<file path="config.mk">
export PLATFORM = sky130hd
export DESIGN_NAME = rre_exec
export DESIGN_NICKNAME = d
export VERILOG_FILES = /design/src/include/rre_pkg.sv /design/src/verilog/rre_rotator.sv /design/src/verilog/rre_exec.sv
export SDC_FILE = /design/constraint.sdc
export NUM_CORES = 1
export LEC_CHECK = 0
export BUFFER_PORTS_ARGS = -buffer_cell sky130_fd_sc_hd__buf_4
export CORE_MARGIN = 3
export CORE_UTILIZATION = 50
export CTS_BUF_LIST = sky130_fd_sc_hd__clkbuf_8 sky130_fd_sc_hd__clkbuf_16
export CTS_CLUSTER_SIZE = 16
export DETAILED_ROUTE_END_ITERATION = 10
export PLACE_DENSITY_LB_ADDON = 0.25
export SYNTH_ARGS = -nofsm -noshare
export SYNTH_HDL_FRONTEND = slang
export SYNTH_SLANG_ARGS = --single-unit
</file>
<file path="constraint.sdc">
create_clock -name clk -period 2.3 [get_ports clk]
set_input_delay 0.23 -clock clk [delete_from_list [all_inputs] [get_ports clk]]
set_output_delay 0.23 -clock clk [all_outputs]
set_load 0.03 [all_outputs]
</file>
<file path="src/include/rre_pkg.sv">
package rre_pkg;

  // ----------------------------------------------------------------
  // Widths and reset values
  // ----------------------------------------------------------------
  localparam int         DATA_W    = 8;
  localparam int         FLAG_W    = 4;
  localparam logic [7:0] ACC_RST   = 8'h00;
  localparam logic [7:0] INTERRUPT_CONTROL_REG_RST  = 8'h00;
  localparam logic [3:0] FLAGS_RST = 4'h0;

  // ----------------------------------------------------------------
  // Field positions
  // ----------------------------------------------------------------
  localparam int GIE_BIT = 0;
  localparam int FLAG_C  = 0;
  localparam int FLAG_AC = 1;
  localparam int FLAG_Z  = 2;
  localparam int FLAG_OV = 3;

  // ----------------------------------------------------------------
  // Operation codes and timing
  // ----------------------------------------------------------------
  localparam logic [2:0] OP_RETURN                        = 3'h0;
  localparam logic [2:0] OP_RETURN_WITH_LITERAL           = 3'h1;
  localparam logic [2:0] OP_RETURN_FROM_IRQ               = 3'h2;
  localparam logic [2:0] OP_ROTATE_LEFT                   = 3'h3;
  localparam logic [2:0] OP_ROTATE_LEFT_TO_ACC            = 3'h4;
  localparam logic [2:0] OP_ROTATE_LEFT_THRU_CARRY        = 3'h5;
  localparam logic [2:0] OP_ROTATE_LEFT_THRU_CARRY_TO_ACC = 3'h6;
  localparam logic [2:0] OP_ROTATE_RIGHT                  = 3'h7;
  localparam int         RETURN_CYCLES                    = 2;

  // ----------------------------------------------------------------
  // State
  // ----------------------------------------------------------------
  typedef enum logic [1:0] {
    RRE_IDLE     = 2'b01,
    RRE_RET_WAIT = 2'b10
  } rre_state_t;

  typedef struct packed {
    rre_state_t  state;
    logic        ready;
    logic [7:0]  acc;
    logic [3:0]  flags;
    logic [7:0]  intCtrl;
    logic        memWrite;
    logic [7:0]  memWdata;
    logic        stackPop;
    logic        done;
    logic [2:0]  pendOp;
    logic [7:0]  pendLit;
  } rre_regs_t;

endpackage

</file>
<file path="src/verilog/rre_rotator.sv">
`timescale 1ns/100ps
`default_nettype none
module rre_rotator #(
  parameter int DATA_W = 8
) (
  // Operand
  input  wire logic [DATA_W-1:0] dataIn,
  input  wire logic              carryIn,
  // Mode
  input  wire logic              left,
  input  wire logic              thruCarry,
  // Result
  output logic      [DATA_W-1:0] result,
  output logic                   carryOut
);

  if (DATA_W < 2) begin : gWidthCheck
    $error("rre_rotator needs DATA_W of at least 2");
  end

  // ----------------------------------------------------------------
  // Rotation
  // ----------------------------------------------------------------
  // Through-carry mode makes the carry the extra ninth bit of the ring
  always_comb begin
    if (left) begin
      result   = {dataIn[DATA_W-2:0], thruCarry ? carryIn : dataIn[DATA_W-1]};
      carryOut = thruCarry ? dataIn[DATA_W-1] : carryIn;
    end else begin
      result   = {thruCarry ? carryIn : dataIn[0], dataIn[DATA_W-1:1]};
      carryOut = thruCarry ? dataIn[0] : carryIn;
    end
  end

endmodule
`default_nettype wire

</file>
<file path="src/verilog/rre_exec.sv">
`timescale 1ns/100ps
`default_nettype none
// Behaviour
// - Return-with-literal pops the return address and loads the 8-bit literal into acc.
// - Return-from-irq pops the return address and sets the global interrupt enable.
// - Global interrupt enable sits at bit 0 of the interrupt control register.
// - Rotate left: bit 7 wraps into bit 0, result written back to memory.
// - Rotate left to acc: same rotation, result to acc, memory untouched.
// - Rotate left through carry: nine-bit ring, old bit 7 to carry, back to memory.
// - Same nine-bit rotation with carry update, result to acc, memory untouched.
// - Rotate right: bit 0 wraps into bit 7, result written back to memory.
// - Plain return takes two machine cycles to restore the program counter.
module rre_exec (
  // Clock and reset
  input  wire logic                        clk,
  input  wire logic                        arst_n,
  input  wire logic                        clkEn,
  // Command
  input  wire logic                        cmdValid,
  input  wire logic [2:0]                  cmdOp,
  input  wire logic [rre_pkg::DATA_W-1:0]  memData,
  input  wire logic [rre_pkg::DATA_W-1:0]  literal,
  output logic                             cmdReady,
  output logic                             done,
  // Side loads from the rest of the core
  input  wire logic                        intCtrlWrite,
  input  wire logic [rre_pkg::DATA_W-1:0]  intCtrlWdata,
  input  wire logic                        flagsWrite,
  input  wire logic [rre_pkg::FLAG_W-1:0]  flagsWdata,
  // Architectural state
  output logic      [rre_pkg::DATA_W-1:0]  accOut,
  output logic      [rre_pkg::FLAG_W-1:0]  flagsOut,
  output logic      [rre_pkg::DATA_W-1:0]  intCtrlOut,
  // Data memory and return stack
  output logic                             memWrite,
  output logic      [rre_pkg::DATA_W-1:0]  memWdata,
  output logic                             stackPop
);
  import rre_pkg::*;

  // ----------------------------------------------------------------
  // Decode helpers
  // ----------------------------------------------------------------
  function automatic logic isReturn(input logic [2:0] op);
    isReturn = (op == OP_RETURN) || (op == OP_RETURN_WITH_LITERAL) ||
               (op == OP_RETURN_FROM_IRQ);
  endfunction

  function automatic logic isThru(input logic [2:0] op);
    isThru = (op == OP_ROTATE_LEFT_THRU_CARRY) || (op == OP_ROTATE_LEFT_THRU_CARRY_TO_ACC);
  endfunction

  function automatic logic isToAcc(input logic [2:0] op);
    isToAcc = (op == OP_ROTATE_LEFT_TO_ACC) || (op == OP_ROTATE_LEFT_THRU_CARRY_TO_ACC);
  endfunction

  rre_regs_t          r_reg;
  rre_regs_t          r_next;
  logic      [7:0]    rotResult;
  logic               rotCarry;
  logic               take;

  assign take = cmdValid && r_reg.ready && (r_reg.state == RRE_IDLE);

  // ----------------------------------------------------------------
  // Rotation unit
  // ----------------------------------------------------------------
  rre_rotator #(
    .DATA_W    (DATA_W)
  ) uRot (
    .dataIn    (memData),
    .carryIn   (r_reg.flags[FLAG_C]),
    .left      (cmdOp != OP_ROTATE_RIGHT),
    .thruCarry (isThru(cmdOp)),
    .result    (rotResult),
    .carryOut  (rotCarry)
  );

  // ----------------------------------------------------------------
  // Next state
  // ----------------------------------------------------------------
  always_comb begin
    r_next          = r_reg;
    r_next.memWrite = 1'b0;
    r_next.stackPop = 1'b0;
    r_next.done     = 1'b0;
    // Core-side loads first so that this block's own updates win
    if (intCtrlWrite) begin
      r_next.intCtrl = intCtrlWdata;
    end
    if (flagsWrite) begin
      r_next.flags = flagsWdata;
    end
    case (r_reg.state)
      RRE_IDLE: begin
        if (take) begin
          if (isReturn(cmdOp)) begin
            // Pop now, finish one cycle later while fetch refills
            r_next.state    = RRE_RET_WAIT;
            r_next.ready    = 1'b0;
            r_next.stackPop = 1'b1;
            r_next.pendOp   = cmdOp;
            r_next.pendLit  = literal;
          end else begin
            r_next.done = 1'b1;
            if (isToAcc(cmdOp)) begin
              r_next.acc = rotResult;
            end else begin
              r_next.memWrite = 1'b1;
              r_next.memWdata = rotResult;
            end
            if (isThru(cmdOp)) begin
              r_next.flags[FLAG_C] = rotCarry;
            end
          end
        end
      end
      RRE_RET_WAIT: begin
        r_next.state = RRE_IDLE;
        r_next.ready = 1'b1;
        r_next.done  = 1'b1;
        if (r_reg.pendOp == OP_RETURN_WITH_LITERAL) begin
          r_next.acc = r_reg.pendLit;
        end
        // Set beats a same-cycle software clear of the enable
        if (r_reg.pendOp == OP_RETURN_FROM_IRQ) begin
          r_next.intCtrl[GIE_BIT] = 1'b1;
        end
      end
      default: begin
        r_next.state = RRE_IDLE;
        r_next.ready = 1'b1;
      end
    endcase
  end

  // ----------------------------------------------------------------
  // State register
  // ----------------------------------------------------------------
  always_ff @(posedge clk or negedge arst_n) begin
    if (!arst_n) begin
      r_reg.state    <= RRE_IDLE;
      r_reg.ready    <= 1'b1;
      r_reg.acc      <= ACC_RST;
      r_reg.flags    <= FLAGS_RST;
      r_reg.intCtrl  <= INTERRUPT_CONTROL_REG_RST;
      r_reg.memWrite <= 1'b0;
      r_reg.memWdata <= 8'h00;
      r_reg.stackPop <= 1'b0;
      r_reg.done     <= 1'b0;
      r_reg.pendOp   <= OP_RETURN;
      r_reg.pendLit  <= 8'h00;
    end else if (clkEn) begin
      r_reg <= r_next;
    end
  end

  assign cmdReady   = r_reg.ready;
  assign done       = r_reg.done;
  assign accOut     = r_reg.acc;
  assign flagsOut   = r_reg.flags;
  assign intCtrlOut = r_reg.intCtrl;
  assign memWrite   = r_reg.memWrite;
  assign memWdata   = r_reg.memWdata;
  assign stackPop   = r_reg.stackPop;

  // ----------------------------------------------------------------
  // Checks
  // ----------------------------------------------------------------
  logic [7:0] expRol;
  logic [7:0] expRolc;
  logic [7:0] expRor;
  logic       carryNow;
  assign expRol   = {memData[6:0], memData[7]};
  assign expRolc  = {memData[6:0], r_reg.flags[FLAG_C]};
  assign expRor   = {memData[0], memData[7:1]};
  assign carryNow = r_reg.flags[FLAG_C];
endmodule
`default_nettype wire

</file>
== Yosys cells after proc, flatten, opt, wreduce, memory -nomap -nowiden ==
Index checks and enable logic that the tools add are counted.

* Muxes and demuxes: 27
* Bitwise logic cells: 2
* Reductions and logical operators: 14
* Eq/ne operators: 15

{| class="wikitable"
|+ Operator list
! cell !! number
|-
| two-way mux 8 bit || 4
|-
| two-way mux 11 bit || 2
|-
| two-way mux 22 bit || 1
|-
| two-way mux 9 bit || 2
|-
| one-hot mux 8 bit (2 select lines) || 1
|-
| two-way mux 1 bit || 13
|-
| two-way mux 10 bit || 1
|-
| == test 3 bit, second input constant || 3
|-
| == test 3 x 1 -> 1 bit, second input constant || 2
|-
| == test 3 x 2 -> 1 bit, second input constant || 2
|-
| two-way mux 3 bit || 2
|-
| != test 2 bit, second input constant || 3
|-
| AND reduction 6 bit || 1
|-
| AND reduction 5 bit || 1
|-
| logical OR 1 bit || 4
|-
| != test 2 x 1 -> 1 bit, second input constant || 2
|-
| AND reduction 2 bit || 2
|-
| AND reduction 4 bit || 1
|-
| zero test 3 bit || 1
|-
| != test 3 bit, second input constant || 1
|-
| AND reduction 3 bit || 1
|-
| == test 2 x 1 -> 1 bit, second input constant || 1
|-
| == test 2 bit, second input constant || 1
|-
| logical AND 1 bit || 2
|-
| 3 further kinds || 4
|}

* Flip-flop bits (word level): 45
* Input bits: 37
* Logic and storage cells: 71
* Output and inout port bits: 32

== Depth between registers and ports, before layout ==
Gate-level depths: netlist (run 1).

* Word-level depth: 8
* Gate-level depth with buffers: 7
* Depth with buffers taken out: 6

== Hierarchy ==
From an unflattened synthesis (run 1), not the netlist that was laid out.

* Cells, all modules: 181
* Area, all modules: 2,301.0 sq um

{| class="wikitable"
|+ By module, submodules not included
! module !! times used !! area an instance (sq um) !! sequential area each (sq um) !! cells an instance
|-
| rre_exec || 1 || 2,165.8 || 1,102.3 || 165
|-
| rre_rotator || 1 || 135.1 || 0.0 || 16
|}

== Worst setup path after synthesis (run 1) ==
No wires, ideal clock.

* Kind: reg-to-reg
* Start: register r_reg[43] (netlist name)
* End: register r_reg (netlist bit accOut[0])
* Period minus slack after synthesis: 2.021 ns
* Library setup time: 0.125 ns
* Path buffers: 1
* Arrival time: 1.896 ns
* Stages on the path, launching flop included: 6
* Data required time: 2.175 ns
* Path slack: 0.279 ns
* Cells stage by stage: dfstp_2 > inv_1 > ha_1 > clkbuf_1 > a211oi_4 > mux2_2

* Cells in the longest elaborated chain, start to end: 4
* Elaborated cells between the ends (all ways): 10
* Classes of those cells: 6 x eq/ne; 1 x mux; 3 x reduce/logical

{| class="wikitable"
|+ Ends and longest elaborated chain
! item !! line !! text
|-
| start: declaration || rre_exec.sv:57 || <nowiki>rre_regs_t r_reg;</nowiki>
|-
| start signal: assignment || rre_exec.sv:154 || <nowiki>r_reg <= r_next;</nowiki>
|-
| == test 2 x 1 -> 1 bit || rre_exec.sv:63, rre_exec.sv:94 ||
|-
| logical AND 1 bit || rre_exec.sv:63 || <nowiki>assign take = cmdValid && r_reg.ready && (r_reg.state == RRE_IDLE);</nowiki>
|-
| != test 2 bit (no line) || - ||
|-
| AND reduction 6 bit (no line) || - ||
|}

Parallel ways exist; a longest one is shown, timed or not.
A chain may end at the register's enable or synchronous reset.

== Worst setup path in the final report (run 1) ==
* Start: register r_reg[43] (netlist name)
* End: register r_reg (netlist bit accOut[3])

The elaborated chain is that of the path after synthesis.

==> results.cfg, run 1 <==
[run_status]
run_status = finished, final reports clean

[clock_tree]
cts.path.max_buffers = 2
post-cts-setup-buffers = 0
cts_tree = yes
cts_buffers = 5
clk_latency_ps = 290
cts_num_sinks = 44
htreeDepth = 2
clkTransAtPathRegs_ps = 90
clock-root-buffer = clkbuf_8

[synthesis]
synth_top_area_frac = 0.479
yosysMostFrequentCell = dfrtp_1
syn_area_mm2 = 0.00225
ys_warn_count = 0
synth_seq_cells = 44
synthDistinctLibCells = 35
synth-edff-count = 0
synthTopCellsByArea = dfrtp_1, mux2_2, buf_4
synth_common_cells = dfrtp_1, buf_4, mux2_2
seq_area_frac_synth = 0.491
syn_area_per_cell_um2 = 11.4
synth_top_area_cell = dfrtp_1
synthArstFlopShare = 1.00
synth_cells = 197
synth_ff_type = dfrtp_1
syn-num-nets = 236

[critical_path]
path_delay_family = flip-flops
critical_path_class = register to register
cp_cell_sequence = ha_1 > mux2i_2 > a211oi_4 > mux2_2
r2r_cells = 4
max_stage_delay_ps = 580
worst-path-buf-inv = 0
arrival_ps = 2110
r2r-end = accOut[3]$_DFFE_PN0P_
startpoint_type = register
crit_required_ps = 2480
regToRegSetupSlack_ps = 360
reg2reg_from = r_reg[43]$_DFFE_PN1P_
critPathMaxFanout = 8
crit_path_top_delay_cell = dfstp_2
cp-end-kind = register

[drt]
routed-wl-met3_um = 378
num_vias = 1473
top_layer_used = met4
post_drt_wl_per_cell_um = 14.7
wl_met2_mm = 1.94
wl_met1_mm = 1.92
via_per_inst = 5.08
ant_nets = 0
first_pass_iters = 4
drc = 0
drt-initial-drc-count = 41
drt_wl_total_mm = 4.26

[finish]
nNetsFinal = 278
fin_area_mm2 = 0.00270
drive_gt1_frac = 0.479
num-fill-cells = 360
syn2layout_area_growth_pct = 20.2
diodes = 0
largest_reg_flops = 13
fin_util = 0.647

[global_route]
grt_max_degree = 45
grt_pass1_wl_mm = 7.04
grtUsageTotal = 0.171
first_global_vias = 1514
grt-ovfl-total = 0
antenna_found_initial = 0

[sta]
period_needed_ps = 1940
tightest_slew_ps = 556
finalSetupViolCount = 0
fin_skew_ps = 6.29
setup_tns_ps = 0
rsz0062_at_grt = no
fmax_ghz = 0.516
hold_violations = 0
slew_viol_final = 0
relSlewSlack = 0.629
fin_crit_sh = 0.842

[run]
maxCapViolCount = 0

[placed_design]
port-buffer-count = 68
dp_hpwl_mm = 3.17
dpl_cell_area_mm2 = 0.00258
gp_congestion = 0.720

[floorplanning]
start_util = 0.539
row_count = 23
ios = 69
die_w_um = 73.0
dieArea_mm2 = 0.00533
die_y_um = 73.0
core_area_mm2 = 0.00417

[hold_path]
whs_endpoint = r_reg[5]$_DFFE_PN0P_
hold_start = literal[5]
worstHoldPathType = primary input to register
holdPathStages = 2

[power]
p_leak_nw = 1.32
peakVddDrop_mv = 0.617
power.density_mw_per_mm2 = 1150
layout make-up:
| type | count | area [um^2] | area share |
|---|---|---|---|
| Clock inverter | 3 | 38.8 | 0.0144 |
| Clock buffer | 5 | 68.8 | 0.0255 |
| Tap cell | 50 | 62.6 | 0.0232 |
| Multi-Input combinational cell | 112 | 870 | 0.322 |
| Sequential cell | 44 | 1100 | 0.408 |
| Timing Repair Buffer | 72 | 543 | 0.201 |
| Inverter | 4 | 15.0 | 0.00556 |
worst register-to-register path, delay by kind of cell (launching register included):
kind            cells  cell delay, ps
flops               1             580
mux                 2             510
fa+ha+maj           1             280
compound gates      1             450
metal layers:
metal | global-route usage | vias up
met4 | 0.0430 | 0
met1 | 0.237 | 685
met3 | 0.0510 | 4
li1 | - | 731
met2 | 0.263 | 53
met5 | 0 | -
cells by family (layout without fill, tap and decap cells):
kind of cell    after synthesis  after routing  share of synthesized area
fa+ha+maj                     2              2                     0.0111
simple gates                 41             41                     0.0974
xor+xnor                      1              1                    0.00390
flops                        44             44                      0.491
mux                          37             37                      0.183
buf+inv                      41             84                      0.122
compound gates               31             31                     0.0919
metrics by stage:
| step | hold WS [ps] | setup WS, ps | power, mW | std cells |
|---|---|---|---|---|
| after floorplan | -65.6 | 279 | 2.32 | 197 |
| after global placement | 255 | 390 | 2.53 | 281 |
| after detailed placement | 262 | 363 | 2.56 | 281 |
| after CTS | 152 | 348 | 3.15 | 290 |
| after global routing | 153 | 215 | 3.30 | 290 |
| final | 162 | 363 | 3.11 | 290 |
report_power, final:
group	total [mW]	switching (mW)	internal [mW]
Combinational	1.30	0.729	0.573
Clock	0.578	0.260	0.318
Sequential	1.23	0.163	1.07
worst max path at each step:
stage	slack [ps]	cells past startpoint	endpoint	startpoint
after global routing	220	4	accOut[4]$_DFFE_PN0P_	r_reg[43]$_DFFE_PN1P_
after global placement	390	4	accOut[5]$_DFFE_PN0P_	r_reg[43]$_DFFE_PN1P_
after CTS	350	4	accOut[3]$_DFFE_PN0P_	r_reg[43]$_DFFE_PN1P_
final	360	4	accOut[3]$_DFFE_PN0P_	r_reg[43]$_DFFE_PN1P_
after floorplan	280	5	accOut[0]$_DFFE_PN0P_	r_reg[43]$_DFFE_PN1P_
after detailed placement	360	4	accOut[3]$_DFFE_PN0P_	r_reg[43]$_DFFE_PN1P_
cell usage in the layout (no fill, tap or decap), drive strengths merged:
cell,netlist,layout
nand3,1,1
nor4bb,2,2
o31ai,1,1
and4,1,1
ha,2,2
clkinv,0,1
o21a,2,2
o32a,1,1
nand2,13,13
o22ai,1,1
a21o,3,3
nor3,1,1
o2bb2ai,1,1
dlygate4sd3,0,1
o221ai,1,1
a211oi,1,1
nand4,1,1
dfstp,1,1
and3,4,4
mux2,29,29
a31o,1,1
nand2b,1,1
nand4b,1,1
mux2i,8,8
nor2b,3,3
xor2,1,1
a21oi,11,11
dfrtp,43,43
buf,35,71
inv,4,5
o21ai,8,8
clkbuf,2,5
nor2,13,13
bufinv,0,1
what timing repair did:
action / in CTS / in global routing
hold buffers: 1 / 0
gates resized for setup: 0 / 0
hold endpoints to repair: 43 / 0
(Power assumes the default switching activity.)
==> inputs of run 2 (changes only) <==
==> constraint.sdc (replaced) <==
create_clock -name clk -period 1.87 [get_ports clk]
set_input_delay 0.187 -clock clk [delete_from_list [all_inputs] [get_ports clk]]
set_output_delay 0.187 -clock clk [all_outputs]
set_load 0.03 [all_outputs]
==> run 2 against run 1 <==
  * Via count up 7.6%
  * Count of clock-buffer cells in the layout stayed put
  * Clock skew grew 0.56 ps
  * First-iteration DRC count rose by 37%
  * Global-route usage is 1.8 points higher
  * Register-to-register slack worse by 300 ps
  * Sequential cell count stayed put
  * Critical path type unchanged
  * Largest cell class unchanged
==> results.cfg, run 2 (synthesized netlist as in run 1, its figures left out) <==
[critical_path]
cp-end-kind = register
critPathMostFrequentCell = and3_1
worst-path-buf-inv = 1
critical_path_class = register to register
reg2reg_from = r_reg[43]$_DFFE_PN1P_
startpoint = r_reg[43]$_DFFE_PN1P_
critPathMaxFanout = 13
max_stage_delay_ps = 560
crit_path_top_delay_cell = dfstp_2
path_delay_family = flip-flops
crit_required_ps = 2040
startpoint_type = register
cp_cell_sequence = ha_2 > and3_1 > and3_1 > buf_12 > mux2_2
arrival_ps = 1980

[placed_design]
gp_congestion = 0.792
port-buffer-count = 68
dp_hpwl_mm = 3.52

[sta]
relSlewSlack = 0.636
hold_violations = 0
rsz0062_at_grt = no
slew_viol_final = 0
fin_crit_sh = 0.967
tightest_slew_ps = 546
period_needed_ps = 1810
setup_tns_ps = 0
finalSetupViolCount = 0
fmax_ghz = 0.553
fin_skew_ps = 6.85

[power]
peakVddDrop_mv = 0.912
p_int_mw = 2.52
sw_frac_of_total = 0.367
power_frac_comb = 0.442
clkPwrFrac = 0.175
power.density_mw_per_mm2 = 1410
p_leak_nw = 1.37
seqPwrFrac = 0.383
power_mw = 3.98
power.switching_mw = 1.46

[drt]
num_vias = 1585
post_drt_wl_per_cell_um = 16.0
drc = 0
drt-initial-drc-count = 56
ant_nets = 0
first_pass_iters = 4
via_per_inst = 5.37
drt_wl_total_mm = 4.73

[global_route]
grt_pass1_wl_mm = 7.61
grt-ovfl-total = 0
grtUsageTotal = 0.189
antenna_found_initial = 0
first_global_vias = 1636
grt_max_degree = 45

[finish]
largest_reg_flops = 13
drive_gt1_frac = 0.502
final_cell_mix = buf_4, dfrtp_1, mux2_2
nNetsFinal = 283
syn2layout_area_growth_pct = 25.2
diodes = 0
final_common_cell = buf_4

[clock_tree]
cts_buffers = 5
clkTransAtPathRegs_ps = 80
cts_num_sinks = 44
htreeDepth = 2
clock-root-buffer = clkbuf_8
clk_latency_ps = 290
cts.path.max_buffers = 2
cts_tree = yes

[floorplanning]
row_count = 23
core_area_mm2 = 0.00417
die_y_um = 73.0
ios = 69
dieArea_mm2 = 0.00533
die_w_um = 73.0
start_util = 0.539

[run]
maxCapViolCount = 0

[run_status]
run_status = finished, final reports clean

[hold_path]
hold_start = flagsWdata[3]
worstHoldPathType = primary input to register
-- run 2: final cells by class --
class | count | area, um^2
Clock buffer | 5 | 68.8
Sequential cell | 44 | 1100
Tap cell | 50 | 62.6
Multi-Input combinational cell | 112 | 921
Timing Repair Buffer | 77 | 606
Fill cell | 332 | 1360
Clock inverter | 3 | 38.8
Inverter | 4 | 15.0
-- run 2: worst paths after layout --
check                                                to  slack (ps)  depth (start not counted)
worst max register to register     r_reg[9]$_DFFE_PN0P_          60                          5
worst min-delay path            flagsOut[3]$_DFFE_PN0P_         120                          2
max in group asynchronous         r_reg[43]$_DFFE_PN1P_        1060                          2
worst min register to register     memWrite$_DFFE_PN0P_         490                          1
worst max-delay path               r_reg[9]$_DFFE_PN0P_          60                          5
min in group asynchronous       memWdata[3]$_DFFE_PN0P_         420                          2
-- run 2: metrics by stage --
step / cell area [um^2] / instances / setup WS [ps] / utilization / hold slack, ps
2_1_floorplan: 2310 / 197 / -112 / - / -109
3_3_place_gp: 2670 / 285 / -55.4 / 0.641 / 214
3_5_place_dp: 2670 / 285 / -97.5 / 0.641 / 212
4_1_cts: 2810 / 295 / 33.3 / 0.674 / 112
5_1_grt: 2810 / 295 / 15.8 / 0.674 / 117
6_report: 2810 / 295 / 61.8 / 0.674 / 123
-- run 2: worst reg2reg max path: stages, from the launching register on --
cell and delay, ps:
dfstp_2 560, ha_2 250, and3_1 180, and3_1 200, buf_12 150, mux2_2 340
-- run 2: repair_timing --
action / CTS / global route
gates resized for setup: 0 / 1
setup endpoints to repair: 8 / 13
pin swaps: 1 / 0
buffers inserted: 1 / 0
hold buffers: 1 / 0
hold endpoints to repair: 43 / 0
-- run 2: power by group through the flow --
stage	Combinational [mW]	Clock (mW)	Sequential, mW
3_5_place_dp	1.76	0	1.54
2_1_floorplan	1.40	0	1.54
3_3_place_gp	1.72	0	1.53
4_1_cts	1.77	0.719	1.52
6_report	1.76	0.697	1.52
5_1_grt	1.88	0.752	1.57
-- run 2: per-layer routing --
layer  GRT usage  up-vias  wire, um
li1            -      743         -
met1       0.234      786      1950
met2       0.314       50      2380
met3      0.0537        6       334
met4      0.0676        0        64
met5           0        -         0
==> inputs of run 3 (changes only) <==
==> constraint.sdc (replaced) <==
create_clock -name clk -period 1.87 [get_ports clk]
set_input_delay 0.187 -clock clk [delete_from_list [all_inputs] [get_ports clk]]
set_output_delay 0.187 -clock clk [all_outputs]
set_load 0.01 [all_outputs]
==> run 3 against run 2 <==
  * Sequential power barely moved
  * Global-route usage decreased by 1.2 points
  * Non-clock buffer count decreased by 4
  * Die area did not move
  * Setup slack lost 2.1 ps
  * Count of clock-buffer cells in the layout increased by 1
  * Largest power group is now sequential cells
  * Clock power up 9.0%
  * Final area is 0.80% lower
  * Worst hold slack got worse by 11 ps
  * Cell count shrank 1.4%
  * Critical endpoint is now r_reg[2]$_DFFE_PN0P_
  * First-iteration DRC count is 7.1% lower
  * Total power is 9.7% lower
==> results.cfg, run 3 (synthesized netlist as in run 1, its figures left out) <==
[critical_path]
startpoint_type = register
crit_path_top_delay_cell = dfstp_2
crit_required_ps = 2050
critPathMaxFanout = 13
critPathMostFrequentCell = and3_1
critical_path_class = register to register
worst-path-buf-inv = 1
cp-end-kind = register
cp_cell_sequence = ha_2 > and3_1 > and3_1 > buf_12 > mux2_2
path_delay_family = flip-flops
max_stage_delay_ps = 580
arrival_ps = 1990

[sta]
finalSetupViolCount = 0
rsz0062_at_grt = no
fin_crit_sh = 0.968
hold_violations = 0
fin_skew_ps = 10.3
relSlewSlack = 0.628
whs_ps = 113
slew_viol_final = 0
tightest_slew_ps = 559
fmax_ghz = 0.552
period_needed_ps = 1810
fin_ws_ps = 59.7
setup_tns_ps = 0

[global_route]
first_global_vias = 1637
grtUsageTotal = 0.177
grt_pass1_wl_mm = 7.27
grt_max_degree = 45
antenna_found_initial = 0
grt-ovfl-total = 0

[power]
p_leak_nw = 1.35
power_mw = 3.59
power.density_mw_per_mm2 = 1290
peakVddDrop_mv = 0.639

[clock_tree]
cts_tree = yes
clock-root-buffer = clkbuf_8
cts.path.max_buffers = 2
cts_num_sinks = 44
clk_latency_ps = 300
cts_buffers = 5
htreeDepth = 2
clkTransAtPathRegs_ps = 90

[floorplanning]
dieArea_mm2 = 0.00533
die_w_um = 73.0
row_count = 23
core_area_mm2 = 0.00417
die_y_um = 73.0
ios = 69
start_util = 0.539

[run]
maxCapViolCount = 0

[finish]
final_common_cell = buf_4
num-fill-cells = 336
diodes = 0
largest_reg_flops = 13
syn2layout_area_growth_pct = 24.2
multiInputGateArea_um2 = 915
final_cell_mix = buf_4, dfrtp_1, mux2_2
regArea_mm2 = 0.00110
final_cells = 291
nNetsFinal = 279
drive_gt1_frac = 0.498

[placed_design]
port-buffer-count = 68
dp_hpwl_mm = 3.34
place_ws_ps = 28.0
dp_cells = 282
gp_congestion = 0.833

[drt]
drt_wl_total_mm = 4.43
via_per_inst = 5.20
ant_nets = 0
drt-initial-drc-count = 52
post_drt_wl_per_cell_um = 15.2
first_pass_iters = 4
num_vias = 1514
drc = 0

[run_status]
run_status = finished, final reports clean

[hold_path]
worstHoldPathType = primary input to register
## run 3: changes by cell type in the layout (fill, tap and decap cells not counted), sizes merged
cell / delta
inv: -1
clkbuf: +1
buf: -4
## run 3: where the power goes
| group | switching, mW | total [mW] | internal (mW) | leakage [nW] |
|---|---|---|---|---|
| clock | 0.323 | 0.760 | 0.437 | 0.0614 |
| sequential | 0.214 | 1.53 | 1.31 | 0.527 |
| combinational | 0.532 | 1.30 | 0.772 | 0.762 |
| total | 1.07 | 3.59 | 2.52 | 1.35 |
## run 3: final timing paths
check                                      start                   endpoint  slack [ps]  cells past startpoint
setup / recovery           r_reg[43]$_DFFE_PN1P_       r_reg[2]$_DFFE_PN0P_          60                      5
hold / removal                   intCtrlWdata[6]  intCtrlOut[6]$_DFFE_PN0P_         110                      2
setup reg to reg           r_reg[43]$_DFFE_PN1P_       r_reg[2]$_DFFE_PN0P_          60                      5
hold reg to reg             memWrite$_DFFE_PN0P_       memWrite$_DFFE_PN0P_         490                      1
max in group asynchronous                 arst_n      r_reg[43]$_DFFE_PN1P_        1050                      2
min in group asynchronous                 arst_n      accOut[3]$_DFFE_PN0P_         420                      2
## run 3: metrics by stage
step	instance area, um^2	util
2_1_floorplan	2300	-
3_3_place_gp	2660	0.637
3_5_place_dp	2660	0.637
4_1_cts	2790	0.668
5_1_grt	2790	0.669
6_report	2790	0.669
## run 3: per-layer routing
layer	part of all wire	vias up	GRT usage	wire (um)
met5	0	-	0	0
met4	0.0070	0	0.0656	31
met3	0.072	4	0.0468	318
met2	0.50	53	0.305	2230
met1	0.42	721	0.209	1850
li1	-	736	-	-
## run 3: cell type report
cell class	instances	area share
clock buffers	6	0.0296
clock inverters	2	0.0139
inverters	4	0.00538
multi-input cells	112	0.328
flip-flops and latches	44	0.395
well taps	50	0.0224
repair buffers	73	0.206
## run 3: what timing repair did
item                                    in CTS  in global routing
endpoints found under the setup margin       0                 19
hold endpoints to repair                    43                  0
setup buffers                                0                  0
gates resized for setup                      0                  1
hold buffers                                 1                  0
